### config.mk
export PLATFORM = sky130hd
export DESIGN_NAME = clock_reset_tx_powerdown_ctrl
export DESIGN_NICKNAME = d
export VERILOG_FILES = /design/src/clkrst_pkg.sv /design/src/clk_divider.sv /design/src/clock_reset_tx_powerdown_ctrl.sv
export SDC_FILE = /design/constraint.sdc
export NUM_CORES = 1
export LEC_CHECK = 0
export BUFFER_PORTS_ARGS = -buffer_cell sky130_fd_sc_hd__buf_2
export CELL_PAD_IN_SITES_DETAIL_PLACEMENT = 2
export CELL_PAD_IN_SITES_GLOBAL_PLACEMENT = 2
export CORE_MARGIN = 2
export CORE_UTILIZATION = 41
export CTS_BUF_LIST = sky130_fd_sc_hd__clkbuf_4 sky130_fd_sc_hd__clkbuf_8
export DETAILED_ROUTE_END_ITERATION = 6
export GPL_TIMING_DRIVEN = 0
export PLACE_DENSITY_LB_ADDON = 0.1
export SKIP_CTS_REPAIR_TIMING = 1
export SLEW_MARGIN = 20
export SYNTH_ARGS = -nofsm -noshare
export SYNTH_HDL_FRONTEND = slang
export SYNTH_HIERARCHICAL = 1
export SYNTH_SLANG_ARGS = --single-unit
### constraint.sdc
create_clock -name CLK_SYS -period 7.5 [get_ports CLK_SYS]
set_clock_uncertainty 0.15 [all_clocks]
set_input_delay 0 -clock CLK_SYS [delete_from_list [all_inputs] [get_ports CLK_SYS]]
set_output_delay 0 -clock CLK_SYS [all_outputs]
set_load 0.005 [all_outputs]
### src/clkrst_pkg.sv
// Package with register map, field layouts and timing constants of the clock and reset block
package clkrst_pkg;

  // Register byte addresses (one aligned word each)
  localparam logic [7:0] ADDR_PORT_CFG = 8'h00;
  localparam logic [7:0] ADDR_CLK_CFG = 8'h04;
  localparam logic [7:0] ADDR_TX_CFG = 8'h08;
  localparam logic [7:0] ADDR_ADC_CFG = 8'h20;
  localparam logic [7:0] ADDR_STATUS = 8'h40;
  localparam logic [7:0] ADDR_CARRIER = 8'h44;
  localparam logic [7:0] ADDR_IQ = 8'h48;
  localparam logic [7:0] ADDR_DAC_OUT = 8'h4C;

  // Field positions
  localparam int SWRST_BIT = 5;
  localparam int SWPD_BIT = 5;
  localparam int ADCSEL_BIT = 7;
  localparam int TXMUX_BIT = 0;
  localparam int MULT_LO = 0;
  localparam int INTERP_LO = 2;
  localparam int REFDIV_LO = 8;

  // Reset values
  localparam logic [7:0] PORT_CFG_RST = 8'h00;
  localparam logic [1:0] MULT_RST = 2'h0;
  localparam logic [1:0] INTERP_RST = 2'h0;
  localparam logic [5:0] REFDIV_RST = 6'h00;
  localparam logic [7:0] TX_CFG_RST = 8'h00;
  localparam logic [7:0] ADC_CFG_RST = 8'h00;

  // Multiplier codes map to 1, 2, 3, 8; interpolation codes to 1, 2, 4
  localparam logic [3:0] MULT_X1 = 4'h1;
  localparam logic [3:0] MULT_X2 = 4'h2;
  localparam logic [3:0] MULT_X3 = 4'h3;
  localparam logic [3:0] MULT_X8 = 4'h8;
  localparam logic [2:0] INTERP_X1 = 3'h1;
  localparam logic [2:0] INTERP_X2 = 3'h2;
  localparam logic [2:0] INTERP_X4 = 3'h4;
  localparam int SYS_TO_MCLK_DIV = 4;
  localparam logic [5:0] REFDIV_MIN = 6'h02;

  // Timing
  localparam int CLK_PERIOD_NS = 10;
  localparam int PLL_SETTLE_US = 1000;
  localparam int PLL_SETTLE_CYC = (PLL_SETTLE_US * 1000) / CLK_PERIOD_NS;
  localparam logic [6:0] CIC_FLUSH_MCLK = 7'h50;

  // AXI response codes
  localparam logic [1:0] RESP_OKAY = 2'h0;
  localparam logic [1:0] RESP_SLVERR = 2'h2;

  // Quadrature carrier sample pair
  typedef struct packed {
    logic signed [11:0] cos_val;
    logic signed [11:0] sin_val;
  } carrier_type;

  // Transmit symbol components
  typedef struct packed {
    logic signed [11:0] i_val;
    logic signed [11:0] q_val;
  } iq_type;

  // Clock enables produced for the surrounding chip
  typedef struct packed {
    logic dac;
    logic txport;
    logic mclk;
    logic adc;
    logic aux_clock_out;
  } clk_en_type;

endpackage

### src/clk_divider.sv
// Programmable modulo counter issuing one enable pulse every N input enables
`timescale 1ns/1ps
`default_nettype none
module clk_divider (
  input wire logic clk,
  input wire logic rst,
  input wire logic run,
  input wire logic in_en,
  input wire logic [6:0] ratio,
  output logic out_en
);

  logic [6:0] cnt_q;

  // Counts input enables, wraps at ratio-1; held cleared while stopped
  always_ff @(posedge clk or posedge rst) begin
    if (rst) begin
      cnt_q <= 7'h00;
    end else if (!run) begin
      cnt_q <= 7'h00;
    end else if (in_en) begin
      if (cnt_q >= ratio - 7'h01) begin
        cnt_q <= 7'h00;
      end else begin
        cnt_q <= cnt_q + 7'h01;
      end
    end
  end

  assign out_en = run && in_en && (cnt_q >= ratio - 7'h01);

endmodule // clk_divider
`default_nettype wire

### src/clock_reset_tx_powerdown_ctrl.sv
// Clock generation, reset and transmit power-down controller with AXI4-Lite registers
//
// Added by the designer: register access over AXI4-Lite and the register addresses.
`timescale 1ns/1ps
`default_nettype none
module clock_reset_tx_powerdown_ctrl #(
  parameter int PLL_SETTLE_CYCLES = clkrst_pkg::PLL_SETTLE_CYC
) (
  input wire logic CLK_SYS,
  input wire logic RST,
  input wire logic TX_POWERDOWN_N,
  input wire logic OSC_INPUT,
  output logic OSC_BUFFER_OUT,
  output logic AUX_CLOCK_OUT,
  output clkrst_pkg::clk_en_type CLK_EN,
  output logic CIC_RESET,
  output logic PLL_LOCKED,
  output logic TX_DATA_VALID,
  input wire logic [31:0] S_AXI_AWADDR,
  input wire logic S_AXI_AWVALID,
  output logic S_AXI_AWREADY,
  input wire logic [31:0] S_AXI_WDATA,
  input wire logic [3:0] S_AXI_WSTRB,
  input wire logic S_AXI_WVALID,
  output logic S_AXI_WREADY,
  output logic [1:0] S_AXI_BRESP,
  output logic S_AXI_BVALID,
  input wire logic S_AXI_BREADY,
  input wire logic [31:0] S_AXI_ARADDR,
  input wire logic S_AXI_ARVALID,
  output logic S_AXI_ARREADY,
  output logic [31:0] S_AXI_RDATA,
  output logic [1:0] S_AXI_RRESP,
  output logic S_AXI_RVALID,
  input wire logic S_AXI_RREADY
);

  // Configuration registers
  logic [7:0] port_cfg_q;
  logic [1:0] mult_sel_q;
  logic [1:0] interp_sel_q;
  logic [5:0] refdiv_q;
  logic [7:0] tx_cfg_q;
  logic [7:0] adc_cfg_q;
  clkrst_pkg::carrier_type carrier_q;
  clkrst_pkg::iq_type iq_q;
  logic [11:0] dac_sample_q;
  // Bus state
  logic [7:0] aw_addr_q;
  logic aw_held_q;
  logic [31:0] w_data_q;
  logic [3:0] w_strb_q;
  logic w_held_q;
  logic [1:0] bresp_q;
  logic bvalid_q;
  logic [31:0] rdata_q;
  logic [1:0] rresp_q;
  logic rvalid_q;
  // Control state
  logic [31:0] settle_cnt_q;
  logic [6:0] cic_cnt_q;
  logic pd_prev_q;
  logic soft_rst;
  logic wr_fire;
  logic wr_ok;
  logic tx_pd;
  logic clocks_run;
  logic [3:0] mult_val;
  logic [2:0] interp_val;
  logic sys_pulse;
  logic mclk_en;
  logic ref_en;
  logic mclk_half_en;
  logic dac_en;
  logic txport_en;
  logic ref_tgl_q;
  logic [6:0] txport_ratio;

  typedef enum logic [1:0] {
    PLL_IDLE_type_s,
    PLL_SETTLE_type_s,
    PLL_LOCK_type_s
  } pll_state_type;
  pll_state_type pll_q;

  // Maps the two-bit multiplier code onto the permitted values
  function automatic logic [3:0] mult_decode(input logic [1:0] code);
    unique case (code)
      2'h0: mult_decode = clkrst_pkg::MULT_X1;
      2'h1: mult_decode = clkrst_pkg::MULT_X2;
      2'h2: mult_decode = clkrst_pkg::MULT_X3;
      2'h3: mult_decode = clkrst_pkg::MULT_X8;
    endcase
  endfunction

  // Maps the interpolation code; the spare code falls back to 4
  function automatic logic [2:0] interp_decode(input logic [1:0] code);
    unique case (code)
      2'h0: interp_decode = clkrst_pkg::INTERP_X1;
      2'h1: interp_decode = clkrst_pkg::INTERP_X2;
      default: interp_decode = clkrst_pkg::INTERP_X4;
    endcase
  endfunction

  // Byte-lane merge for register writes
  function automatic logic [7:0] lane(input logic [7:0] old, input logic [31:0] d,
                                      input logic [3:0] s, input int idx);
    lane = s[idx] ? d[idx*8 +: 8] : old;
  endfunction

  assign mult_val = mult_decode(mult_sel_q);
  assign interp_val = interp_decode(interp_sel_q);

  // Write channel handshakes; address and data taken in either order
  assign S_AXI_AWREADY = !aw_held_q && !bvalid_q;
  assign S_AXI_WREADY = !w_held_q && !bvalid_q;
  assign wr_fire = aw_held_q && w_held_q && !bvalid_q;
  assign wr_ok = (aw_addr_q == clkrst_pkg::ADDR_PORT_CFG) || (aw_addr_q == clkrst_pkg::ADDR_CLK_CFG) ||
                 (aw_addr_q == clkrst_pkg::ADDR_TX_CFG) || (aw_addr_q == clkrst_pkg::ADDR_ADC_CFG) ||
                 (aw_addr_q == clkrst_pkg::ADDR_CARRIER) || (aw_addr_q == clkrst_pkg::ADDR_IQ);
  // Software reset fires when a write lands with the reset bit set
  assign soft_rst = wr_fire && (aw_addr_q == clkrst_pkg::ADDR_PORT_CFG) && w_strb_q[0] &&
                    w_data_q[clkrst_pkg::SWRST_BIT];

  // Captures the write address and data beats
  always_ff @(posedge CLK_SYS or posedge RST) begin
    if (RST) begin
      aw_addr_q <= 8'h00;
      aw_held_q <= 1'b0;
      w_data_q <= 32'h0000_0000;
      w_strb_q <= 4'h0;
      w_held_q <= 1'b0;
    end else begin
      if (S_AXI_AWVALID && S_AXI_AWREADY) begin
        aw_addr_q <= S_AXI_AWADDR[7:0];
        aw_held_q <= 1'b1;
      end else if (wr_fire) begin
        aw_held_q <= 1'b0;
      end
      if (S_AXI_WVALID && S_AXI_WREADY) begin
        w_data_q <= S_AXI_WDATA;
        w_strb_q <= S_AXI_WSTRB;
        w_held_q <= 1'b1;
      end else if (wr_fire) begin
        w_held_q <= 1'b0;
      end
    end
  end

  // Write response
  always_ff @(posedge CLK_SYS or posedge RST) begin
    if (RST) begin
      bvalid_q <= 1'b0;
      bresp_q <= clkrst_pkg::RESP_OKAY;
    end else if (wr_fire) begin
      bvalid_q <= 1'b1;
      bresp_q <= wr_ok ? clkrst_pkg::RESP_OKAY : clkrst_pkg::RESP_SLVERR;
    end else if (S_AXI_BREADY) begin
      bvalid_q <= 1'b0;
    end
  end

  assign S_AXI_BVALID = bvalid_q;
  assign S_AXI_BRESP = bresp_q;

  // Port register survives software reset
  always_ff @(posedge CLK_SYS or posedge RST) begin
    if (RST) begin
      port_cfg_q <= clkrst_pkg::PORT_CFG_RST;
    end else if (wr_fire && aw_addr_q == clkrst_pkg::ADDR_PORT_CFG) begin
      port_cfg_q <= lane(port_cfg_q, w_data_q, w_strb_q, 0);
    end
  end

  // Clock, tx and ADC configuration; software reset restores defaults
  always_ff @(posedge CLK_SYS or posedge RST) begin
    if (RST) begin
      mult_sel_q <= clkrst_pkg::MULT_RST;
      interp_sel_q <= clkrst_pkg::INTERP_RST;
      refdiv_q <= clkrst_pkg::REFDIV_RST;
      tx_cfg_q <= clkrst_pkg::TX_CFG_RST;
      adc_cfg_q <= clkrst_pkg::ADC_CFG_RST;
    end else if (soft_rst) begin
      mult_sel_q <= clkrst_pkg::MULT_RST;
      interp_sel_q <= clkrst_pkg::INTERP_RST;
      refdiv_q <= clkrst_pkg::REFDIV_RST;
      tx_cfg_q <= clkrst_pkg::TX_CFG_RST;
      adc_cfg_q <= clkrst_pkg::ADC_CFG_RST;
    end else if (wr_fire) begin
      if (aw_addr_q == clkrst_pkg::ADDR_CLK_CFG) begin
        if (w_strb_q[0]) begin
          mult_sel_q <= w_data_q[clkrst_pkg::MULT_LO +: 2];
          interp_sel_q <= w_data_q[clkrst_pkg::INTERP_LO +: 2];
        end
        if (w_strb_q[1]) begin
          refdiv_q <= w_data_q[clkrst_pkg::REFDIV_LO +: 6];
        end
      end
      if (aw_addr_q == clkrst_pkg::ADDR_TX_CFG) begin
        tx_cfg_q <= lane(tx_cfg_q, w_data_q, w_strb_q, 0);
      end
      if (aw_addr_q == clkrst_pkg::ADDR_ADC_CFG) begin
        adc_cfg_q <= lane(adc_cfg_q, w_data_q, w_strb_q, 0);
      end
    end
  end

  // Carrier and symbol samples feeding the quadrature mixer
  always_ff @(posedge CLK_SYS or posedge RST) begin
    if (RST) begin
      carrier_q <= '0;
      iq_q <= '0;
    end else if (wr_fire && aw_addr_q == clkrst_pkg::ADDR_CARRIER) begin
      carrier_q <= w_data_q[23:0];
    end else if (wr_fire && aw_addr_q == clkrst_pkg::ADDR_IQ) begin
      iq_q <= w_data_q[23:0];
    end
  end

  // Mixer: I*cos + Q*sin, scaled back to 12 bits, on each DAC tick
  always_ff @(posedge CLK_SYS or posedge RST) begin
    if (RST) begin
      dac_sample_q <= 12'h000;
    end else if (dac_en) begin
      dac_sample_q <= 12'(((25'(iq_q.i_val) * 25'(carrier_q.cos_val)) +
                           (25'(iq_q.q_val) * 25'(carrier_q.sin_val))) >>> 11);
    end
  end

  // PLL settling timer restarts on reset, soft reset or multiplier change
  always_ff @(posedge CLK_SYS or posedge RST) begin
    if (RST) begin
      pll_q <= PLL_IDLE_type_s;
      settle_cnt_q <= 32'h0000_0000;
    end else if (soft_rst || (wr_fire && aw_addr_q == clkrst_pkg::ADDR_CLK_CFG && w_strb_q[0] &&
                 w_data_q[clkrst_pkg::MULT_LO +: 2] != mult_sel_q)) begin
      pll_q <= PLL_SETTLE_type_s;
      settle_cnt_q <= 32'h0000_0000;
    end else begin
      unique case (pll_q)
        PLL_IDLE_type_s: pll_q <= PLL_SETTLE_type_s;
        PLL_SETTLE_type_s: begin
          if (settle_cnt_q >= 32'(PLL_SETTLE_CYCLES - 1)) begin
            pll_q <= PLL_LOCK_type_s;
          end else begin
            settle_cnt_q <= settle_cnt_q + 32'h0000_0001;
          end
        end
        PLL_LOCK_type_s: pll_q <= PLL_LOCK_type_s;
      endcase
    end
  end

  assign PLL_LOCKED = (pll_q == PLL_LOCK_type_s);
  assign clocks_run = !RST;
  assign tx_pd = !TX_POWERDOWN_N || tx_cfg_q[clkrst_pkg::SWPD_BIT];

  // System tick per CLK_SYS edge, gated by transmit power-down into DAC ticks; the multiplier is not applied
  assign sys_pulse = clocks_run;
  assign dac_en = sys_pulse && !tx_pd;

  // Master clock is system clock divided by four
  clk_divider u_mclk_div (
    .clk(CLK_SYS),
    .rst(RST),
    .run(clocks_run),
    .in_en(sys_pulse),
    .ratio(7'(clkrst_pkg::SYS_TO_MCLK_DIV)),
    .out_en(mclk_en)
  );

  // Tx port rate: DAC / K, or 2*DAC / K with multiplexer enabled (DAC rate for K of 1)
  assign txport_ratio = tx_cfg_q[clkrst_pkg::TXMUX_BIT] ? 7'(interp_val >> 1) : 7'(interp_val);

  clk_divider u_tx_div (
    .clk(CLK_SYS),
    .rst(RST),
    .run(!tx_pd),
    .in_en(dac_en),
    .ratio((txport_ratio == 7'h00) ? 7'h01 : txport_ratio),
    .out_en(txport_en)
  );

  // ADC clock is MCLK/2 unless the system tick is selected
  clk_divider u_adc_div (
    .clk(CLK_SYS),
    .rst(RST),
    .run(clocks_run),
    .in_en(mclk_en),
    .ratio(7'h02),
    .out_en(mclk_half_en)
  );

  // Aux half period is 2R system ticks, that is R/2 master clocks, so one full period is R master clocks
  clk_divider u_ref_div (
    .clk(CLK_SYS),
    .rst(RST),
    .run(clocks_run && refdiv_q >= clkrst_pkg::REFDIV_MIN),
    .in_en(sys_pulse),
    .ratio({refdiv_q, 1'b0}),
    .out_en(ref_en)
  );

  // Toggles the aux output at each divider tick
  always_ff @(posedge CLK_SYS or posedge RST) begin
    if (RST) begin
      ref_tgl_q <= 1'b0;
    end else if (ref_en) begin
      ref_tgl_q <= !ref_tgl_q;
    end
  end

  assign OSC_BUFFER_OUT = OSC_INPUT;
  assign AUX_CLOCK_OUT = (refdiv_q == 6'h00) ? OSC_INPUT : ref_tgl_q;

  // Clock enables to the datapath; ADC bus follows MCLK/2 or the system tick, IF words follow the DAC tick
  assign CLK_EN.dac = dac_en;
  assign CLK_EN.txport = txport_en && !tx_pd;
  assign CLK_EN.mclk = mclk_en;
  assign CLK_EN.adc = adc_cfg_q[clkrst_pkg::ADCSEL_BIT] ? sys_pulse : mclk_half_en;
  assign CLK_EN.aux_clock_out = ref_en && !ref_tgl_q;

  // CIC reset held while powered down and 80 MCLK cycles after release
  always_ff @(posedge CLK_SYS or posedge RST) begin
    if (RST) begin
      cic_cnt_q <= 7'h00;
      pd_prev_q <= 1'b1;
    end else begin
      pd_prev_q <= tx_pd;
      if (tx_pd) begin
        cic_cnt_q <= 7'h00;
      end else if (pd_prev_q) begin
        cic_cnt_q <= clkrst_pkg::CIC_FLUSH_MCLK;
      end else if (mclk_en && cic_cnt_q != 7'h00) begin
        cic_cnt_q <= cic_cnt_q - 7'h01;
      end
    end
  end

  assign CIC_RESET = tx_pd || pd_prev_q || (cic_cnt_q != 7'h00);
  assign TX_DATA_VALID = PLL_LOCKED && !tx_pd && !CIC_RESET;

  // Read channel
  always_ff @(posedge CLK_SYS or posedge RST) begin
    if (RST) begin
      rvalid_q <= 1'b0;
      rdata_q <= 32'h0000_0000;
      rresp_q <= clkrst_pkg::RESP_OKAY;
    end else if (S_AXI_ARVALID && S_AXI_ARREADY) begin
      rvalid_q <= 1'b1;
      rresp_q <= clkrst_pkg::RESP_OKAY;
      unique case (S_AXI_ARADDR[7:0])
        clkrst_pkg::ADDR_PORT_CFG: rdata_q <= {24'h000000, port_cfg_q};
        clkrst_pkg::ADDR_CLK_CFG: rdata_q <= {18'h00000, refdiv_q, 4'h0, interp_sel_q, mult_sel_q};
        clkrst_pkg::ADDR_TX_CFG: rdata_q <= {24'h000000, tx_cfg_q};
        clkrst_pkg::ADDR_ADC_CFG: rdata_q <= {24'h000000, adc_cfg_q};
        clkrst_pkg::ADDR_STATUS: rdata_q <= {28'h0000000, TX_DATA_VALID, CIC_RESET, tx_pd, PLL_LOCKED};
        clkrst_pkg::ADDR_CARRIER: rdata_q <= {8'h00, carrier_q};
        clkrst_pkg::ADDR_IQ: rdata_q <= {8'h00, iq_q};
        clkrst_pkg::ADDR_DAC_OUT: rdata_q <= {20'h00000, dac_sample_q};
        default: begin
          rdata_q <= 32'h0000_0000;
          rresp_q <= clkrst_pkg::RESP_SLVERR;
        end
      endcase
    end else if (S_AXI_RREADY) begin
      rvalid_q <= 1'b0;
    end
  end

  assign S_AXI_ARREADY = !rvalid_q;
  assign S_AXI_RVALID = rvalid_q;
  assign S_AXI_RDATA = rdata_q;
  assign S_AXI_RRESP = rresp_q;

endmodule // clock_reset_tx_powerdown_ctrl
`default_nettype wire

==> results.md <==
Status:
- The run finished, with violations left.
- The checks that failed: negative hold slack.

Timing:
- Setup repair after global routing could not meet its margin everywhere.
- The number of hold violations in the final report came to 1.
- Setup violations remaining at the end of the flow were counted as 0.
- The worst hold slack across all endpoints is -0.04964 ns.
- The worst slew slack as a fraction of its limit is 0.3084.
- In the finished design, the share of the clock period the worst path needs comes to 0.9861.
- The final-report max-slew violation count was 0.
- At the pin with the least slew margin, the transition time is 1.035 ns.
- The sum of negative setup slack is 0 ns.
- Derived from the worst setup path, the maximum achievable clock frequency is 0.1352 GHz.
- The worst-case setup margin in the final layout is 0.1040 ns.
- The clock period could shrink to 7.396 ns.

Floorplan:
- The area of the core is 0.05371 mm².
- The die is 236.8 µm tall.
- The die extent in x is 236.8 µm.
- The die covers 0.05607 mm².
- The I/O pin count is 160.
- The number of placement rows is 85.
- The initial utilization of the core area, before any placement, comes to 0.4137.

Yosys:
- The mapped netlist covers 0.02222 mm².
- Of the post-synthesis cell area, the dominant cell type holds 0.2694.
- Of the synthesized area, sequential elements account for 0.2580.
- The count of flip-flops with a built-in enable after synthesis is 0.
- By area the synthesized netlist is led by fa_1 27%, dfrtp_1 26%, ha_1 6.8%.
- The largest area contributor in the synthesized netlist is fa_1.
- Counting flops and latches in the post-synthesis netlist gives 229.
- The proportion of synthesized flip-flops having asynchronous set or reset is 1.000.
- Dividing the synthesized area by the synthesized cell count gives 9.959 µm².
- The distinct cell type count of the synthesized netlist is 75.
- During synthesis, Yosys emitted a total of 6 warnings.
- The number of instances in the synthesized netlist is 2,231.
- For this run, the leading register cell type out of synthesis is dfrtp_1.

Cells and area:
- The most frequent standard cell in the layout excluding fill and tap cells is inv_1.
- The repair_antennas step left the layout with diodes totalling 0.
- Relative to the synthesized area, the layout overhead comes to 13.75%.
- Leaving out fill and tap cells, the most frequent cells in the layout are 385 x inv_1, 296 x fa_1, 248 x nand2_1.
- The share of final-layout standard cells stronger than drive strength 1 is 0.1152.
- After the flow finishes, the layout carries non-filler instances totaling 3,197.
- The finished cells cover 0.02527 mm².
- For this run, the post-layout net count is 3,000.

Setup path:
- The worst register-to-register path begins at carrier_q[13].
- The critical path contains buffers and inverters numbering 5 combined.
- Of all nets on the critical path, the largest fanout is 10.
- The critical path goes through clkbuf_2, and2_1, fa_2, inv_1, fa_1, fa_1, inv_1, fa_1, inv_1, fa_1, fa_1, fa_1, inv_1, ha_1, nand2_1, o31ai_1, nand3_1, o21ai_1, a311oi_1, o32a_1.
- The capturing element type of the critical path is a register.
- For this design, the slowest cell found on the critical path is fa_2.
- In this run the critical register-to-register path is captured at dac_sample_q[9].
- The stage delay of the slowest cell on the critical path is 0.66 ns.
- The category of the critical setup timing path is reg -> reg.
- Broken down by cell family, the worst path's largest delay share belongs to adder cells.
- The category of the worst setup path launch point is a register.
- The depth of the worst register-to-register path is 20.
- The cell that appears most often on the critical path is fa_1.
- Data arrives at the worst endpoint at 7.72 ns.
- The required arrival time at the worst endpoint is 7.82 ns.
- The setup slack of the most critical reg-to-reg path is 0.10 ns.

Min path:
- The min-delay analysis places its worst path in the category in -> reg.
- For hold timing, the worst endpoint is S_AXI_RVALID.
- The startpoint of the lowest-slack hold path is S_AXI_RREADY.
- The worst hold path passes through 3 cells.

CTS:
- The master cell of the clock root buffer is clkbuf_8.
- Clock latency on the worst-skew pair, taken at its later pin, is 0.60 ns.
- The post-CTS clock slew at the launch and capture registers of the worst setup and hold paths is 0.07 ns.
- The clock passes through at most 3 buffers.
- The clock drives 229 sinks.
- The count of H-tree levels built during CTS is 2.
- The number of buffers created by CTS is 41.
- TritonCTS built the clock tree.

Pwr:
- The clock power share is 0.277.
- The worst ir drop on vdd is 165.8 µV.
- Summed over all nets, the switching power comes to 0.001876 W.
- The power per unit of standard cell area is 186.3 mW/mm².
- The share of total power dissipated in sequential elements is 0.388.
- Of the total power, the share spent switching nets is 0.3984.
- The internal portion of the total power is 0.002832 W.
- The analysis attributes to cell leakage a power of 12.41 nW.
- The share of total power dissipated in combinational logic is 0.335.

Flow run:
- The max-cap check violation count is 0.

Place:
- The congestion estimate from routability-driven global placement came to 0.8564.
- Detailed placement finished with a half-perimeter wire length of 60,490 µm.
- The cell area reported after detailed placement is 0.02380 mm².
- Prior to clock tree synthesis, the placed netlist has a worst setup slack of -0.2312 ns.
- The number of input and output port buffers inserted is 90.
- After detailed placement, the design holds a cell count of 3,069.

Route:
- Wires add up to 75,610 µm.
- The remaining number of nets flagged by the antenna check after routing is 0.
- The vias per cell is 5.300.
- The mean routed wirelength per cell is 23.65 µm.
- The number of detailed-route iterations in the first pass is 5.
- The remaining routing DRC violations is 0.
- After the first detailed-routing iteration, the DRC count stood at 690.
- The number of vias in the routed layout is 16,940.

Global routing:
- In the global route stage, overall resource usage came out at 0.2715.
- The number of global-route vias before repair is 19,570.
- Entering global routing, the biggest net connects 96 pins.
- The first global-routing pass estimated 116,700 µm of wire.
- The number of antenna violations at the first check in global routing is 0.
- The remaining global-route overflow is 0.
## cell families (layout without fill, tap and decap cells)
group,after synthesis,after routing,share of synthesized area
simple gates,674,674,0.1555
buf+inv,489,709,0.08492
fa+ha+maj,420,420,0.3376
compound gates,245,245,0.08053
flops,229,229,0.2580
mux,114,114,0.05750
xor+xnor,58,58,0.02568
other cells,2,52,0.0003380
## final cells by class
type | instances | area, µm²
well taps | 696 | 870.8
flip-flops and latches | 229 | 5734
multi-input cells | 1563 | 14820
repair buffers | 147 | 1056
clock inverters | 11 | 82.58
inverters | 388 | 1464
fillers | 5602 | 28430
plain buffers | 101 | 445.4
clock buffers | 62 | 803.3
## stage by stage
step / power, W / util / hold slack [ns]
2_1_floorplan: 0.002664 / - / -0.3466
3_3_place_gp: 0.003213 / 0.4418 / -0.04954
3_5_place_dp: 0.003324 / 0.4432 / 0.001915
4_1_cts: 0.004657 / 0.4597 / -0.6429
5_1_grt: 0.004985 / 0.4706 / 0.009916
6_report: 0.004708 / 0.4706 / -0.04964
## worst max path at each step
stage / end / cells after the start / startpoint / slack [ns]
global placement: CLK_EN[1] / 8 / RST / -3.32
detailed placement: dac_sample_q[11] / 18 / carrier_q[0] / -0.23
global route: dac_sample_q[9] / 21 / iq_q[23] / -0.12
CTS: dac_sample_q[11] / 19 / carrier_q[12] / -0.28
finish: dac_sample_q[9] / 20 / carrier_q[13] / 0.10
floorplan: cic_cnt_q[5] / 8 / RST / 0.32
## tightest hold or removal path, cell delays in order
cell,delay (ns)
dlygate4sd3_1,0.51
buf_2,0.09
o21ai_0,0.06
## routing by layer
layer / up-vias / track usage / wire length [µm]
li1: 7522 / - / -
met1: 9020 / 0.3670 / 33280
met2: 289 / 0.4682 / 38040
met3: 112 / 0.02611 / 2346
met4: 0 / 0.07135 / 1941
met5: - / 0 / 0
## Yosys cell counts (17+ instances only)
library cell / instances
a21oi_1: 28
a22o_1: 18
and2_1: 153
clkbuf_1: 81
dfrtp_1: 228
fa_1: 299
ha_1: 121
inv_1: 386
mux2_1: 40
mux2_2: 59
nand2_1: 248
nand2b_1: 38
nand3_1: 36
nor2_1: 58
nor2b_1: 29
nor3_1: 35
o21ai_0: 28
o21ai_1: 41
xnor2_1: 36
xor2_1: 17
## flip-flops by register name, summed over array words and instances (netlist names), 2 cells and up
signal            count
carrier_q            24
interp_sel_q          2
cic_cnt_q             7
S_AXI_RDATA          24
adc_cfg_q             8
tx_cfg_q              8
refdiv_q              6
u_tx_div/cnt_q        7
settle_cnt_q         32
pll_q                 2
dac_sample_q         12
u_adc_div/cnt_q       7
aw_addr_q             8
iq_q                 24
u_ref_div/cnt_q       7
w_data_q             24
mult_sel_q            2
port_cfg_q            8
u_mclk_div/cnt_q      7
w_strb_q              2
## power groups by stage
stage / Combinational [W] / Clock, W / Sequential (W)
after detailed placement: 0.00149 / 0 / 0.00183
after floorplan: 0.00101 / 0 / 0.00166
after global placement: 0.00140 / 0 / 0.00181
after global routing: 0.00175 / 0.00138 / 0.00185
final: 0.00158 / 0.00131 / 0.00182
after CTS: 0.00151 / 0.00133 / 0.00182
(Power assumes the default switching activity.)
